$ cat src/design/usp_pkg.sv
// Register map, field positions, reset values and types for the serial port
package usp_pkg;
  // ----------------------------------------
  // Register byte addresses
  // ----------------------------------------
  localparam logic [7:0] OFS_STATUS = 8'h00;
  localparam logic [7:0] OFS_CR1 = 8'h04;
  localparam logic [7:0] OFS_CR2 = 8'h08;
  localparam logic [7:0] OFS_CR3 = 8'h0c;
  localparam logic [7:0] OFS_DATA = 8'h10;
  localparam logic [7:0] OFS_BRDH = 8'h14;
  localparam logic [7:0] OFS_BRDL = 8'h18;
  localparam logic [7:0] OFS_UFCR = 8'h1c;
  localparam logic [7:0] OFS_RXCNT = 8'h20;
  // ----------------------------------------
  // Field positions
  // ----------------------------------------
  localparam int C1_ON = 7;
  localparam int C1_BNO = 6;
  localparam int C1_PAR = 5;
  localparam int C1_PRT = 3;
  localparam int C1_BRK = 2;
  localparam int C1_TX8 = 0;
  localparam int C2_TXON = 7;
  localparam int C2_RXON = 6;
  localparam int C2_STOP = 5;
  localparam int C2_ADDR = 4;
  localparam int C2_WAKE = 3;
  localparam int C2_RIE = 2;
  localparam int C2_TIIE = 1;
  localparam int C2_TEIE = 0;
  localparam int C3_SWM = 0;
  localparam int C3_MIRROR = 1;
  localparam int UF_FTR = 0;
  // ----------------------------------------
  // Reset values and encodings
  // ----------------------------------------
  localparam logic [7:0] CTRL_RST = 8'h00;
  localparam logic [15:0] BRD_RST = 16'h0000;
  localparam logic [1:0] PRT_EVEN = 2'h0;
  localparam logic [1:0] PRT_ODD = 2'h1;
  localparam logic [1:0] PRT_MARK = 2'h2;
  localparam int RX_DEPTH_DEF = 4;
  localparam int FRAME_W = 13;
  localparam logic [3:0] BASE_LEN = 4'ha;
  typedef enum logic [1:0] {
    RX_IDLE = 2'b00,
    RX_START = 2'b01,
    RX_DATA = 2'b10,
    RX_STOP = 2'b11
  } usp_rx_t;
endpackage

$ cat src/design/usp_fifo_mem.sv
// Small receive character store with registered read data
`timescale 1ns/1ns
module usp_fifo_mem #(
  parameter int WIDTH = 9,
  parameter int DEPTH = 4,
  parameter int AW = 2
) (
  // Clock
  input wire logic clk_in,
  // Write side
  input wire logic wr_en_in,
  input wire logic [AW-1:0] wr_addr_in,
  input wire logic [WIDTH-1:0] wr_data_in,
  // Read side
  input wire logic [AW-1:0] rd_addr_in,
  output logic [WIDTH-1:0] rd_data_out
);
  logic [WIDTH-1:0] mem [DEPTH];

  always_ff @(posedge clk_in) begin
    if (wr_en_in) begin
      mem[wr_addr_in] <= wr_data_in;
    end
    rd_data_out <= mem[rd_addr_in];
  end
endmodule

$ cat src/design/usp_top.sv
// Asynchronous serial port with single-wire mode and APB registers
//
// Local design decisions: the APB interface to the registers and the register offsets.
`timescale 1ns/1ns
// Overview of operation
// - Frame carries eight or nine data bits by configuration; both ends agree.
// - Parity is even, odd, mark, space or absent.
// - One or two stop bits by configuration.
// - Bit timing on both directions from a sixteen-bit divisor.
// - Receiver flags parity, framing, noise and overrun errors.
// - With address detect on, a last data bit of one marks an address.
// - Four-entry receive queue; one-entry transmit buffer ahead of shifter.
// - Requests for buffer empty, idle, receive full, overrun and address.
// - Transmitter and receiver enabled independently.
// - Enabled directions turn pins into output or input; transmit pull-up off.
// - Clearing port or transmit enable floats the affected pin; clearing receive enable in single-wire with transmit set makes the shared pin transmit.
// - Single-wire select makes one shared pin carry both directions.
// - Single-wire: shared pin receives if receive on, else transmits.
// - Single-wire with both enables set acts only as receiver.
// - Single-wire transmit may also appear on the dedicated output pin.
// - Written byte moves to shifter and goes out LSB first.
// - Received bits enter LSB first; complete character goes to queue.
// - Shift registers are not addressable; only data register is mapped.
// - One data address: writes fill transmit buffer, reads give oldest.
// - Activity on the receive pin can request wake-up.
// - Ninth bit held in receive bit and taken from transmit bit.
// - Disable empties buffers, resets baud count, clears flags, sets idles.
// - Status read then data access clears error and receive flags.
module usp_top import usp_pkg::*; #(
  parameter int RX_DEPTH = RX_DEPTH_DEF
) (
  // Clock and reset
  input wire logic mclk_in,
  input wire logic resetn_in,
  // APB slave
  input wire logic psel_in,
  input wire logic penable_in,
  input wire logic pwrite_in,
  input wire logic [7:0] paddr_in,
  input wire logic [31:0] pwdata_in,
  output logic [31:0] prdata_out,
  output logic pready_out,
  output logic pslverr_out,
  // Serial pins
  output logic serial_out_pin_out,
  output logic serial_out_pin_oe_out,
  input wire logic serial_in_shared_pin_in,
  output logic serial_in_shared_pin_out,
  output logic serial_in_shared_pin_oe_out,
  output logic tx_pullup_off_out,
  // Requests
  output logic irq_out,
  output logic wake_out
);
  localparam int PW = $clog2(RX_DEPTH);
  localparam int CW = $clog2(RX_DEPTH + 1);

  if (RX_DEPTH < 2 || (RX_DEPTH & (RX_DEPTH - 1)) != 0) begin : g_bad_depth
    $error("RX_DEPTH must be a power of two of at least two");
  end

  typedef struct packed {
    logic [7:0] cr1;
    logic [7:0] cr2;
    logic [7:0] cr3;
    logic [7:0] ufcr;
    logic [15:0] brd;
    logic perr;
    logic nf;
    logic ferr;
    logic oerr;
    logic addr_seen;
    logic txif;
    logic armed;
    logic [8:0] tx_buf;
    logic tx_full;
    logic [FRAME_W-1:0] tx_sh;
    logic [3:0] tx_left;
    logic [15:0] tx_cnt;
    usp_rx_t rx_st;
    logic [15:0] rx_cnt;
    logic [3:0] rx_idx;
    logic [9:0] rx_sh;
    logic rx_nz;
    logic [1:0] pin_sync;
    logic [2:0] hist;
    logic [PW-1:0] head;
    logic [PW-1:0] tail;
    logic [CW-1:0] count;
    logic wait_done;
    logic [31:0] prdata;
  } usp_state_t;

  usp_state_t s;
  usp_state_t next_s;
  logic [1:0] rst_pipe;
  logic rst_n;
  logic [8:0] head_data;
  logic push;
  logic rx_done;
  logic acc;
  logic on;
  logic tx_en;
  logic rx_en;
  logic tx_line;
  logic tidle;
  logic rxif;
  logic [15:0] per;

  // ----------------------------------------
  // Helpers
  // ----------------------------------------
  function automatic logic par_of(logic [8:0] d, logic nine, logic [1:0] prt);
    logic x;
    x = ^d[7:0] ^ (nine & d[8]);
    unique case (prt)
      PRT_EVEN: par_of = x;
      PRT_ODD: par_of = ~x;
      PRT_MARK: par_of = 1'b1;
      default: par_of = 1'b0;
    endcase
  endfunction

  function automatic logic is_mapped(logic [7:0] a);
    is_mapped = (a[1:0] == 2'h0) && (a <= OFS_RXCNT);
  endfunction

  // ----------------------------------------
  // Reset release
  // ----------------------------------------
  always_ff @(posedge mclk_in or negedge resetn_in) begin
    if (!resetn_in) begin
      rst_pipe <= 2'h0;
    end else begin
      rst_pipe <= {rst_pipe[0], 1'b1};
    end
  end
  assign rst_n = rst_pipe[1];

  usp_fifo_mem #(.WIDTH(9), .DEPTH(RX_DEPTH), .AW(PW)) u_rxq (
    .clk_in(mclk_in),
    .wr_en_in(push),
    .wr_addr_in(s.tail),
    .wr_data_in({s.rx_sh[8] & s.cr1[C1_BNO], s.rx_sh[7:0]}),
    .rd_addr_in(s.head),
    .rd_data_out(head_data)
  );

  // ----------------------------------------
  // Next state
  // ----------------------------------------
  always_comb begin
    logic [FRAME_W-1:0] f;
    logic [3:0] nbits;
    logic maj;
    logic nine;
    logic [7:0] rv;
    logic pop;
    f = '1;
    nbits = 4'h0;
    rv = 8'h00;
    pop = 1'b0;
    push = 1'b0;
    rx_done = 1'b0;
    next_s = s;
    on = s.cr1[C1_ON];
    nine = s.cr1[C1_BNO];
    rx_en = on & s.cr2[C2_RXON];
    tx_en = on & s.cr2[C2_TXON] & ~(s.cr3[C3_SWM] & s.cr2[C2_RXON]);
    per = (s.brd == 16'h0000) ? 16'h0001 : s.brd;
    tidle = s.txif & (s.tx_left == 4'h0);
    rxif = s.count > CW'(s.ufcr[UF_FTR+:2]);
    acc = psel_in & penable_in & s.wait_done;
    next_s.wait_done = psel_in & penable_in & ~s.wait_done;
    next_s.pin_sync = {s.pin_sync[0], serial_in_shared_pin_in};
    next_s.hist = {s.hist[1:0], s.pin_sync[1]};
    maj = (s.hist[0] & s.hist[1]) | (s.hist[1] & s.hist[2]) | (s.hist[0] & s.hist[2]);

    // Transmit shifter, one bit per divisor period
    if (s.tx_left != 4'h0) begin
      if (s.tx_cnt <= 16'h0001) begin
        next_s.tx_sh = {1'b1, s.tx_sh[FRAME_W-1:1]};
        next_s.tx_left = s.tx_left - 4'h1;
        next_s.tx_cnt = per;
      end else begin
        next_s.tx_cnt = s.tx_cnt - 16'h0001;
      end
    end else if (s.tx_full && tx_en) begin
      if (nine) begin
        f[9:0] = {s.tx_buf, 1'b0};
      end else begin
        f[8:0] = {s.tx_buf[7:0], 1'b0};
      end
      if (s.cr1[C1_PAR]) begin
        f[4'h9 + {3'h0, nine}] = par_of(s.tx_buf, nine, s.cr1[C1_PRT+:2]);
      end
      next_s.tx_sh = f;
      next_s.tx_left = BASE_LEN + {3'h0, nine} + {3'h0, s.cr1[C1_PAR]} + {3'h0, s.cr2[C2_STOP]};
      next_s.tx_cnt = per;
      next_s.tx_full = 1'b0;
      next_s.txif = 1'b1;
    end

    // Clear sequence first, so a character finishing now still sets its flags
    if (acc && paddr_in == OFS_DATA && s.armed) begin
      next_s.perr = 1'b0;
      next_s.nf = 1'b0;
      next_s.ferr = 1'b0;
      next_s.oerr = 1'b0;
      next_s.addr_seen = 1'b0;
      next_s.armed = 1'b0;
    end
    // Receiver, majority of three samples at mid-bit
    nbits = 4'h8 + {3'h0, nine} + {3'h0, s.cr1[C1_PAR]};
    if (s.rx_st != RX_IDLE && s.rx_cnt > 16'h0001) begin
      next_s.rx_cnt = s.rx_cnt - 16'h0001;
    end else begin
      next_s.rx_cnt = per;
      unique case (s.rx_st)
        RX_IDLE: begin
          if (rx_en && s.hist[1] && !s.hist[0]) begin
            next_s.rx_st = RX_START;
            next_s.rx_cnt = (per > 16'h0001) ? {1'b0, per[15:1]} : 16'h0001;
          end
        end
        RX_START: begin
          next_s.rx_st = maj ? RX_IDLE : RX_DATA;
          next_s.rx_idx = 4'h0;
          next_s.rx_sh = 10'h000;
          next_s.rx_nz = (|s.hist) & ~(&s.hist);
        end
        RX_DATA: begin
          next_s.rx_sh[s.rx_idx] = maj;
          next_s.rx_nz = s.rx_nz | ((|s.hist) & ~(&s.hist));
          next_s.rx_idx = s.rx_idx + 4'h1;
          if (s.rx_idx == nbits - 4'h1) begin
            next_s.rx_st = RX_STOP;
          end
        end
        RX_STOP: begin
          rx_done = 1'b1;
          next_s.rx_st = RX_IDLE;
          if (!nine) begin
            next_s.rx_sh[8] = 1'b0;
          end
          if (s.count == CW'(RX_DEPTH)) begin
            next_s.oerr = 1'b1;
          end else begin
            push = 1'b1;
            next_s.nf = next_s.nf | s.rx_nz;
            next_s.ferr = next_s.ferr | ~maj;
            next_s.perr = next_s.perr | (s.cr1[C1_PAR] & (s.rx_sh[nbits-4'h1] !=
              par_of(s.rx_sh[8:0] & {nine, 8'hff}, nine, s.cr1[C1_PRT+:2])));
            next_s.addr_seen = next_s.addr_seen | (s.cr2[C2_ADDR] & s.rx_sh[4'h7 + {3'h0, nine}]);
            next_s.tail = s.tail + PW'(1);
          end
        end
      endcase
    end
    if (!nine) begin
      next_s.rx_sh[9] = 1'b0;
    end
    if (s.rx_st == RX_DATA && s.rx_cnt <= 16'h0001 && s.rx_idx == nbits - 4'h1 && nbits < 4'ha) begin
      next_s.rx_sh[9] = 1'b0;
    end

    // Register reads captured in the first access cycle
    if (psel_in && penable_in && !s.wait_done && !pwrite_in) begin
      unique case (paddr_in)
        OFS_STATUS: rv = {s.perr, s.nf, s.ferr, s.oerr, s.rx_st == RX_IDLE, rxif, tidle, s.txif};
        OFS_CR1: rv = {s.cr1[7:2], head_data[8], s.cr1[C1_TX8]};
        OFS_CR2: rv = s.cr2;
        OFS_CR3: rv = s.cr3;
        OFS_DATA: rv = head_data[7:0];
        OFS_BRDH: rv = s.brd[15:8];
        OFS_BRDL: rv = s.brd[7:0];
        OFS_UFCR: rv = s.ufcr;
        OFS_RXCNT: rv = 8'(s.count);
        default: rv = 8'h00;
      endcase
      next_s.prdata = {24'h000000, rv};
    end

    // Register writes and the status-then-data clear sequence
    if (acc && pwrite_in) begin
      unique case (paddr_in)
        OFS_CR1: next_s.cr1 = pwdata_in[7:0];
        OFS_CR2: next_s.cr2 = pwdata_in[7:0];
        OFS_CR3: next_s.cr3 = {6'h00, pwdata_in[1:0]};
        OFS_BRDH: next_s.brd[15:8] = pwdata_in[7:0];
        OFS_BRDL: next_s.brd[7:0] = pwdata_in[7:0];
        OFS_UFCR: next_s.ufcr = {2'h0, pwdata_in[5:0]};
        OFS_DATA: begin
          if (on) begin
            next_s.tx_buf = {s.cr1[C1_TX8], pwdata_in[7:0]};
            next_s.tx_full = 1'b1;
            next_s.txif = 1'b0;
          end
        end
        default: ;
      endcase
    end
    if (acc && !pwrite_in && paddr_in == OFS_STATUS) begin
      next_s.armed = 1'b1;
    end
    if (acc && paddr_in == OFS_DATA) begin
      if (!pwrite_in && s.count != '0) begin
        pop = 1'b1;
        next_s.head = s.head + PW'(1);
      end
    end
    next_s.count = s.count + CW'(push) - CW'(pop);

    // Port disable clears the datapath, both enables and break but keeps the other configuration
    if (!on) begin
      next_s.cr2[C2_TXON] = 1'b0;
      next_s.cr2[C2_RXON] = 1'b0;
      next_s.cr1[C1_BRK] = 1'b0;
      next_s.perr = 1'b0;
      next_s.nf = 1'b0;
      next_s.ferr = 1'b0;
      next_s.oerr = 1'b0;
      next_s.addr_seen = 1'b0;
      next_s.armed = 1'b0;
      next_s.txif = 1'b1;
      next_s.tx_full = 1'b0;
      next_s.tx_left = 4'h0;
      next_s.tx_cnt = 16'h0000;
      next_s.rx_st = RX_IDLE;
      next_s.rx_cnt = 16'h0000;
      next_s.head = '0;
      next_s.tail = '0;
      next_s.count = '0;
    end
  end

  always_ff @(posedge mclk_in or negedge rst_n) begin
    if (!rst_n) begin
      s <= '0;
      s.txif <= 1'b1;
      s.cr1 <= CTRL_RST;
      s.brd <= BRD_RST;
      s.tx_sh <= '1;
      s.pin_sync <= 2'h3;
      s.hist <= 3'h7;
    end else begin
      s <= next_s;
    end
  end

  // ----------------------------------------
  // Outputs
  // ----------------------------------------
  // Break holds the line low only while the shifter is idle
  assign tx_line = (s.tx_left != 4'h0) ? s.tx_sh[0] : ~s.cr1[C1_BRK];
  assign serial_out_pin_out = tx_line;
  assign serial_in_shared_pin_out = tx_line;
  assign serial_out_pin_oe_out = tx_en & (~s.cr3[C3_SWM] | s.cr3[C3_MIRROR]);
  assign serial_in_shared_pin_oe_out = tx_en & s.cr3[C3_SWM];
  assign tx_pullup_off_out = serial_out_pin_oe_out;
  assign wake_out = s.cr2[C2_WAKE] & ~s.pin_sync[1];
  assign irq_out = on & ((s.cr2[C2_TEIE] & s.txif) | (s.cr2[C2_TIIE] & tidle) |
    (s.cr2[C2_RIE] & ((rxif & ~s.cr2[C2_ADDR]) | s.oerr | s.addr_seen)));
  assign pready_out = psel_in & penable_in & s.wait_done;
  assign pslverr_out = pready_out & ~is_mapped(paddr_in);
  assign prdata_out = s.prdata;
endmodule

$ cat config.mk
export PLATFORM = sky130hd
export DESIGN_NAME = usp_top
export DESIGN_NICKNAME = d
export VERILOG_FILES = /design/src/design/usp_pkg.sv /design/src/design/usp_fifo_mem.sv /design/src/design/usp_top.sv
export SDC_FILE = /design/constraint.sdc
export NUM_CORES = 1
export LEC_CHECK = 0
export ABC_AREA = 1
export BUFFER_PORTS_ARGS = -buffer_cell sky130_fd_sc_hd__buf_2
export CORE_UTILIZATION = 60
export CTS_CLUSTER_DIAMETER = 50
export CTS_CLUSTER_SIZE = 20
export DETAILED_ROUTE_END_ITERATION = 6
export GPL_ROUTABILITY_DRIVEN = 0
export PLACE_DENSITY = 0.8
export REMOVE_ABC_BUFFERS = 1
export SYNTH_ARGS = -nofsm -noshare
export SYNTH_HDL_FRONTEND = slang
export SYNTH_SLANG_ARGS = --single-unit
$ cat constraint.sdc
create_clock -name mclk_in -period 7.6 [get_ports mclk_in]
set_clock_uncertainty 0.05 [all_clocks]
set_input_delay 0.76 -clock mclk_in [delete_from_list [all_inputs] [get_ports mclk_in]]
set_output_delay 0.76 -clock mclk_in [all_outputs]
set_load 0.05 [all_outputs]
==> impl_summary.log <==
[metrics] htree depth: 4
[metrics] synthesized instance count: 1257
[metrics] Core Rows: 47
[metrics] area enclosed by the die boundary: 17600 um^2
[metrics] 1st-iter DRT viols: 837
[metrics] post-route clock period utilization: 43.7%
[metrics] synthesized area divided by synthesized cell count: 8.13 um^2
[metrics] count of pins over their slew limit: 0
[metrics] post-CTS repair timing setup buffer count: 0
[metrics] Crit-path slowest cell: sky130_fd_sc_hd__dfrtp_1
[metrics] sw power: 502 uW
[metrics] maximum single-stage delay on the critical path: 0.41 ns
[metrics] worst-path cell chain: inv_1 > ha_1 > nand3_2 > o21ai_0 > nand2_1 > a21oi_1 > buf_2
[metrics] min Tclk post-route: 3.32 ns
[metrics] final hold violation count: 0
[metrics] layout overhead on the synthesized area: 7.17%
[metrics] leakage component of the power: 5.13 nW
[metrics] distinct cell type count of the synthesized netlist: 61
[metrics] hold crit path type: in -> async
[metrics] critical path data arrival time: 2.51 ns
[metrics] critical path startpoint category: flip-flop
[metrics] filler instances: 1381
[metrics] sum of negative setup slack: 0 ns
[metrics] number of top-level pins: 87
[metrics] outcome: finished, final reports clean
[metrics] setup slack at placement: 4.38 ns
[metrics] routed len/inst: 16.2 um
[metrics] #FFs+latches synth: 190
[metrics] PortBufs: 38
[metrics] internal power: 1.52 mW
[metrics] Antenna diodes: 0
[metrics] share of the yosys chip area belonging to registers: 48.1%
[metrics] worst setup slack after layout: 4.28 ns
[metrics] largest net degree at the start of global routing: 73
[metrics] area inside the core boundary: 16600 um^2
[metrics] detailed placement HPWL: 17.1 mm
[metrics] number of global-route vias before repair: 7787
[metrics] Num CTS Buffers: 17
[metrics] reported max-cap violation count: 0
[metrics] # setup viols final: 0
[metrics] Crit path buffers/inverters: 2
[metrics] number of DRC violations after detailed routing: 0
[metrics] antenna violation net count after detailed routing: 0
[metrics] slew at the pin closest to its max-slew limit: 1.11 ns
[metrics] count of hold-fix buffers inserted at cts: 0
[metrics] clock latency of the later-clocked register in the worst-skew pair: 0.45 ns
[metrics] maximum VDD drop: 0.169 mV
[metrics] post-route design area: 11000 um^2
[metrics] clock tree from TritonCTS: yes
[metrics] part of the power in the clock network: 45.0%
[metrics] most instantiated flip-flop cell in the synthesis netlist: sky130_fd_sc_hd__dfrtp_1
[metrics] Combinational Power Share: 3.2%
[metrics] number of instances resized during post-cts repair: 0
[metrics] global-route wire length before repair: 39.5 mm
[metrics] width of the chip: 133 um
[metrics] number of vias after detailed routing: 8477
[metrics] headroom to the max-slew limit: 25.6%
[metrics] Via density: 5.64
[metrics] Critical Path Sink Type: primary output
[metrics] unrepaired setup endpoints after global routing: no
[metrics] core occupancy in the finished layout: 66.1%
[metrics] path type of the worst setup path: reg -> out
[metrics] area of the multi-input gates: 4400 um^2
[metrics] grt ovf: 0
[metrics] Chip Height: 133 um
[metrics] family with the most delay on the worst path: compound AO/OA/AOI/OAI gates
[metrics] Reg power frac: 51.8%
[metrics] Pwr Density: 184 nW/um^2
[metrics] share of layout cells above drive strength 1: 10.1%
[metrics] Max clock buf depth: 2
[metrics] nets@finish: 1343
[metrics] switching fraction of total power: 24.9%
[metrics] Req. time, crit path: 6.79 ns
[metrics] Initial Utilization: 61.6%
[metrics] Seq. cell area: 4920 um^2
[metrics] final wirelength: 24.3 mm
[metrics] highest clock frequency the design can meet: 0.301 GHz
[metrics] Yosys warnings: 0
[metrics] Root Buffer: sky130_fd_sc_hd__clkbuf_16
[metrics] post-synthesis async set-or-reset flop share: 76.3%
[metrics] number of sinks handled by clock tree synthesis: 190
[metrics] First-pass DRT Iterations: 5
[metrics] hold slack final: 0.0291 ns
[metrics] number of flops mapped to enable cells by yosys: 36
[metrics] clock slew seen by the registers of the worst setup and hold paths: 0.07 ns
[metrics] peak fanout along the critical path: 19
[metrics] all-layer global routing usage: 29.0%
[metrics] post-detailed-placement cell area: 10400 um^2
[metrics] netlist area before placement: 10200 um^2
[metrics] initial antenna violation count: 0
## routing by layer
layer | share of wire, % | routed length [um] | vias to the layer above | global-route usage [%]
met5 | 0 | 0 | - | 0
met4 | 2.1 | 509 | 0 | 9.71
met3 | 6.7 | 1620 | 43 | 5.44
met2 | 47 | 11400 | 318 | 45.4
met1 | 44 | 10800 | 4023 | 40.9
li1 | - | - | 4093 | -
## stage by stage
stage | std cells | power (mW)
after global placement | 1471 | 1.13
after floorplan | 1211 | 1.11
final | 1503 | 2.02
after detailed placement | 1471 | 1.13
after CTS | 1503 | 2.03
after global routing | 1503 | 2.07
## layout by cell type, fill, tap and decap left out, drive strengths merged, types with 4 or more instances in the layout
master	Yosys	layout
dfxtp	9	9
nor3	18	18
o21ai	163	163
a31oi	9	9
clkbuf	21	17
or2	6	6
buf	48	40
nor4	4	4
a22oi	6	6
nor2	105	105
dfstp	19	19
edfxtp	36	36
nand3	57	57
ha	25	25
inv	150	162
o22ai	21	21
nand4	8	8
conb	2	25
xor2	11	11
nand2	322	322
xnor2	9	9
a211oi	4	4
a21oi	51	51
dfrtp	126	126
o211ai	7	7
## cell usage after synthesis, drive strengths merged, types with 6 or more instances
master  number  share of area [%]
clkbuf      21               0.78
a31oi        9               0.55
o211ai       7               0.51
xor2        11               0.94
ha          25                3.1
a21oi       51                2.6
buf         48                3.4
inv        150                5.5
dfxtp        9                1.8
nor2       105                4.4
dfrtp      126                 31
o21ai      163                8.2
nand4        8               0.49
nand2      322                 12
edfxtp      36                 11
o22ai       21                1.3
nand3       57                2.9
or2          6               0.39
nor3        18               0.93
xnor2        9               0.77
dfstp       19                4.9
a22oi        6               0.44
## worst reg2reg max path, stage by stage, from the launching register on
cell,delay [ns]
sky130_fd_sc_hd__dfrtp_1,0.39
sky130_fd_sc_hd__inv_1,0.10
sky130_fd_sc_hd__ha_1,0.20
sky130_fd_sc_hd__nand2_2,0.10
sky130_fd_sc_hd__nor2_4,0.15
sky130_fd_sc_hd__nand2_2,0.11
sky130_fd_sc_hd__a21oi_4,0.31
sky130_fd_sc_hd__nor2_8,0.15
sky130_fd_sc_hd__inv_4,0.22
sky130_fd_sc_hd__nand2_4,0.13
sky130_fd_sc_hd__ha_1,0.31
sky130_fd_sc_hd__inv_1,0.05
sky130_fd_sc_hd__ha_1,0.19
sky130_fd_sc_hd__fa_1,0.40
sky130_fd_sc_hd__o21ai_0,0.19
sky130_fd_sc_hd__a21oi_1,0.06
## path summary, 6_finish.rpt
| kind | from | to | slack, ns | depth (start not counted) |
|---|---|---|---|---|
| min reg2reg | rst_pipe[0]$_DFF_PN0_ | rst_pipe[1]$_DFF_PN0_ | 0.31 | 0 |
| max in group asynchronous | rst_pipe[1]$_DFF_PN0_ | s[141]$_DFFE_PN0P_ | 5.57 | 1 |
| max | s[94]$_DFFE_PN0P_ | irq_out | 4.28 | 7 |
| max reg2reg | s[60]$_DFF_PN0_ | s[35]$_DFF_PN0_ | 4.37 | 15 |
| min | resetn_in | rst_pipe[1]$_DFF_PN0_ | 0.03 | 1 |
| min in group mclk_in | rst_pipe[0]$_DFF_PN0_ | rst_pipe[1]$_DFF_PN0_ | 0.31 | 0 |
## power by group through the flow
stage	clock network, mW	registers (mW)	logic, mW
global placement	0	1.07	0.0631
CTS	0.915	1.05	0.0639
global route	0.958	1.05	0.0690
detailed placement	0	1.07	0.0637
finish	0.907	1.05	0.0645
floorplan	0	1.07	0.0403
## layout make-up
type                    instances  area share, %
clock buffers                  17           3.88
clock inverters                15           1.47
inverters                     151           5.20
multi-input cells             870           40.2
flip-flops and latches        190           44.9
well taps                     220           2.51
repair buffers                 40           1.87
## registers in the layout, summed over array words and instances (netlist names)
signal / cells
next_s: 4
s: 130
prdata_out: 8
u_rxq.rd_data_out: 9
on: 1
rst_pipe: 2
u_rxq.mem: 36
## cells by family after synthesis
family | after synthesis | share of synthesized area [%]
buffers and inverters | 220 | 9.72
xor gates and xnor gates | 20 | 1.71
AOI/OAI and AO/OA | 275 | 15.2
and+or+nand+nor | 523 | 21.8
other | 2 | 0.0735
DFF | 190 | 48.1
adders and majority gates | 27 | 3.45
No activity file was read; power rests on OpenSTA's default activity.
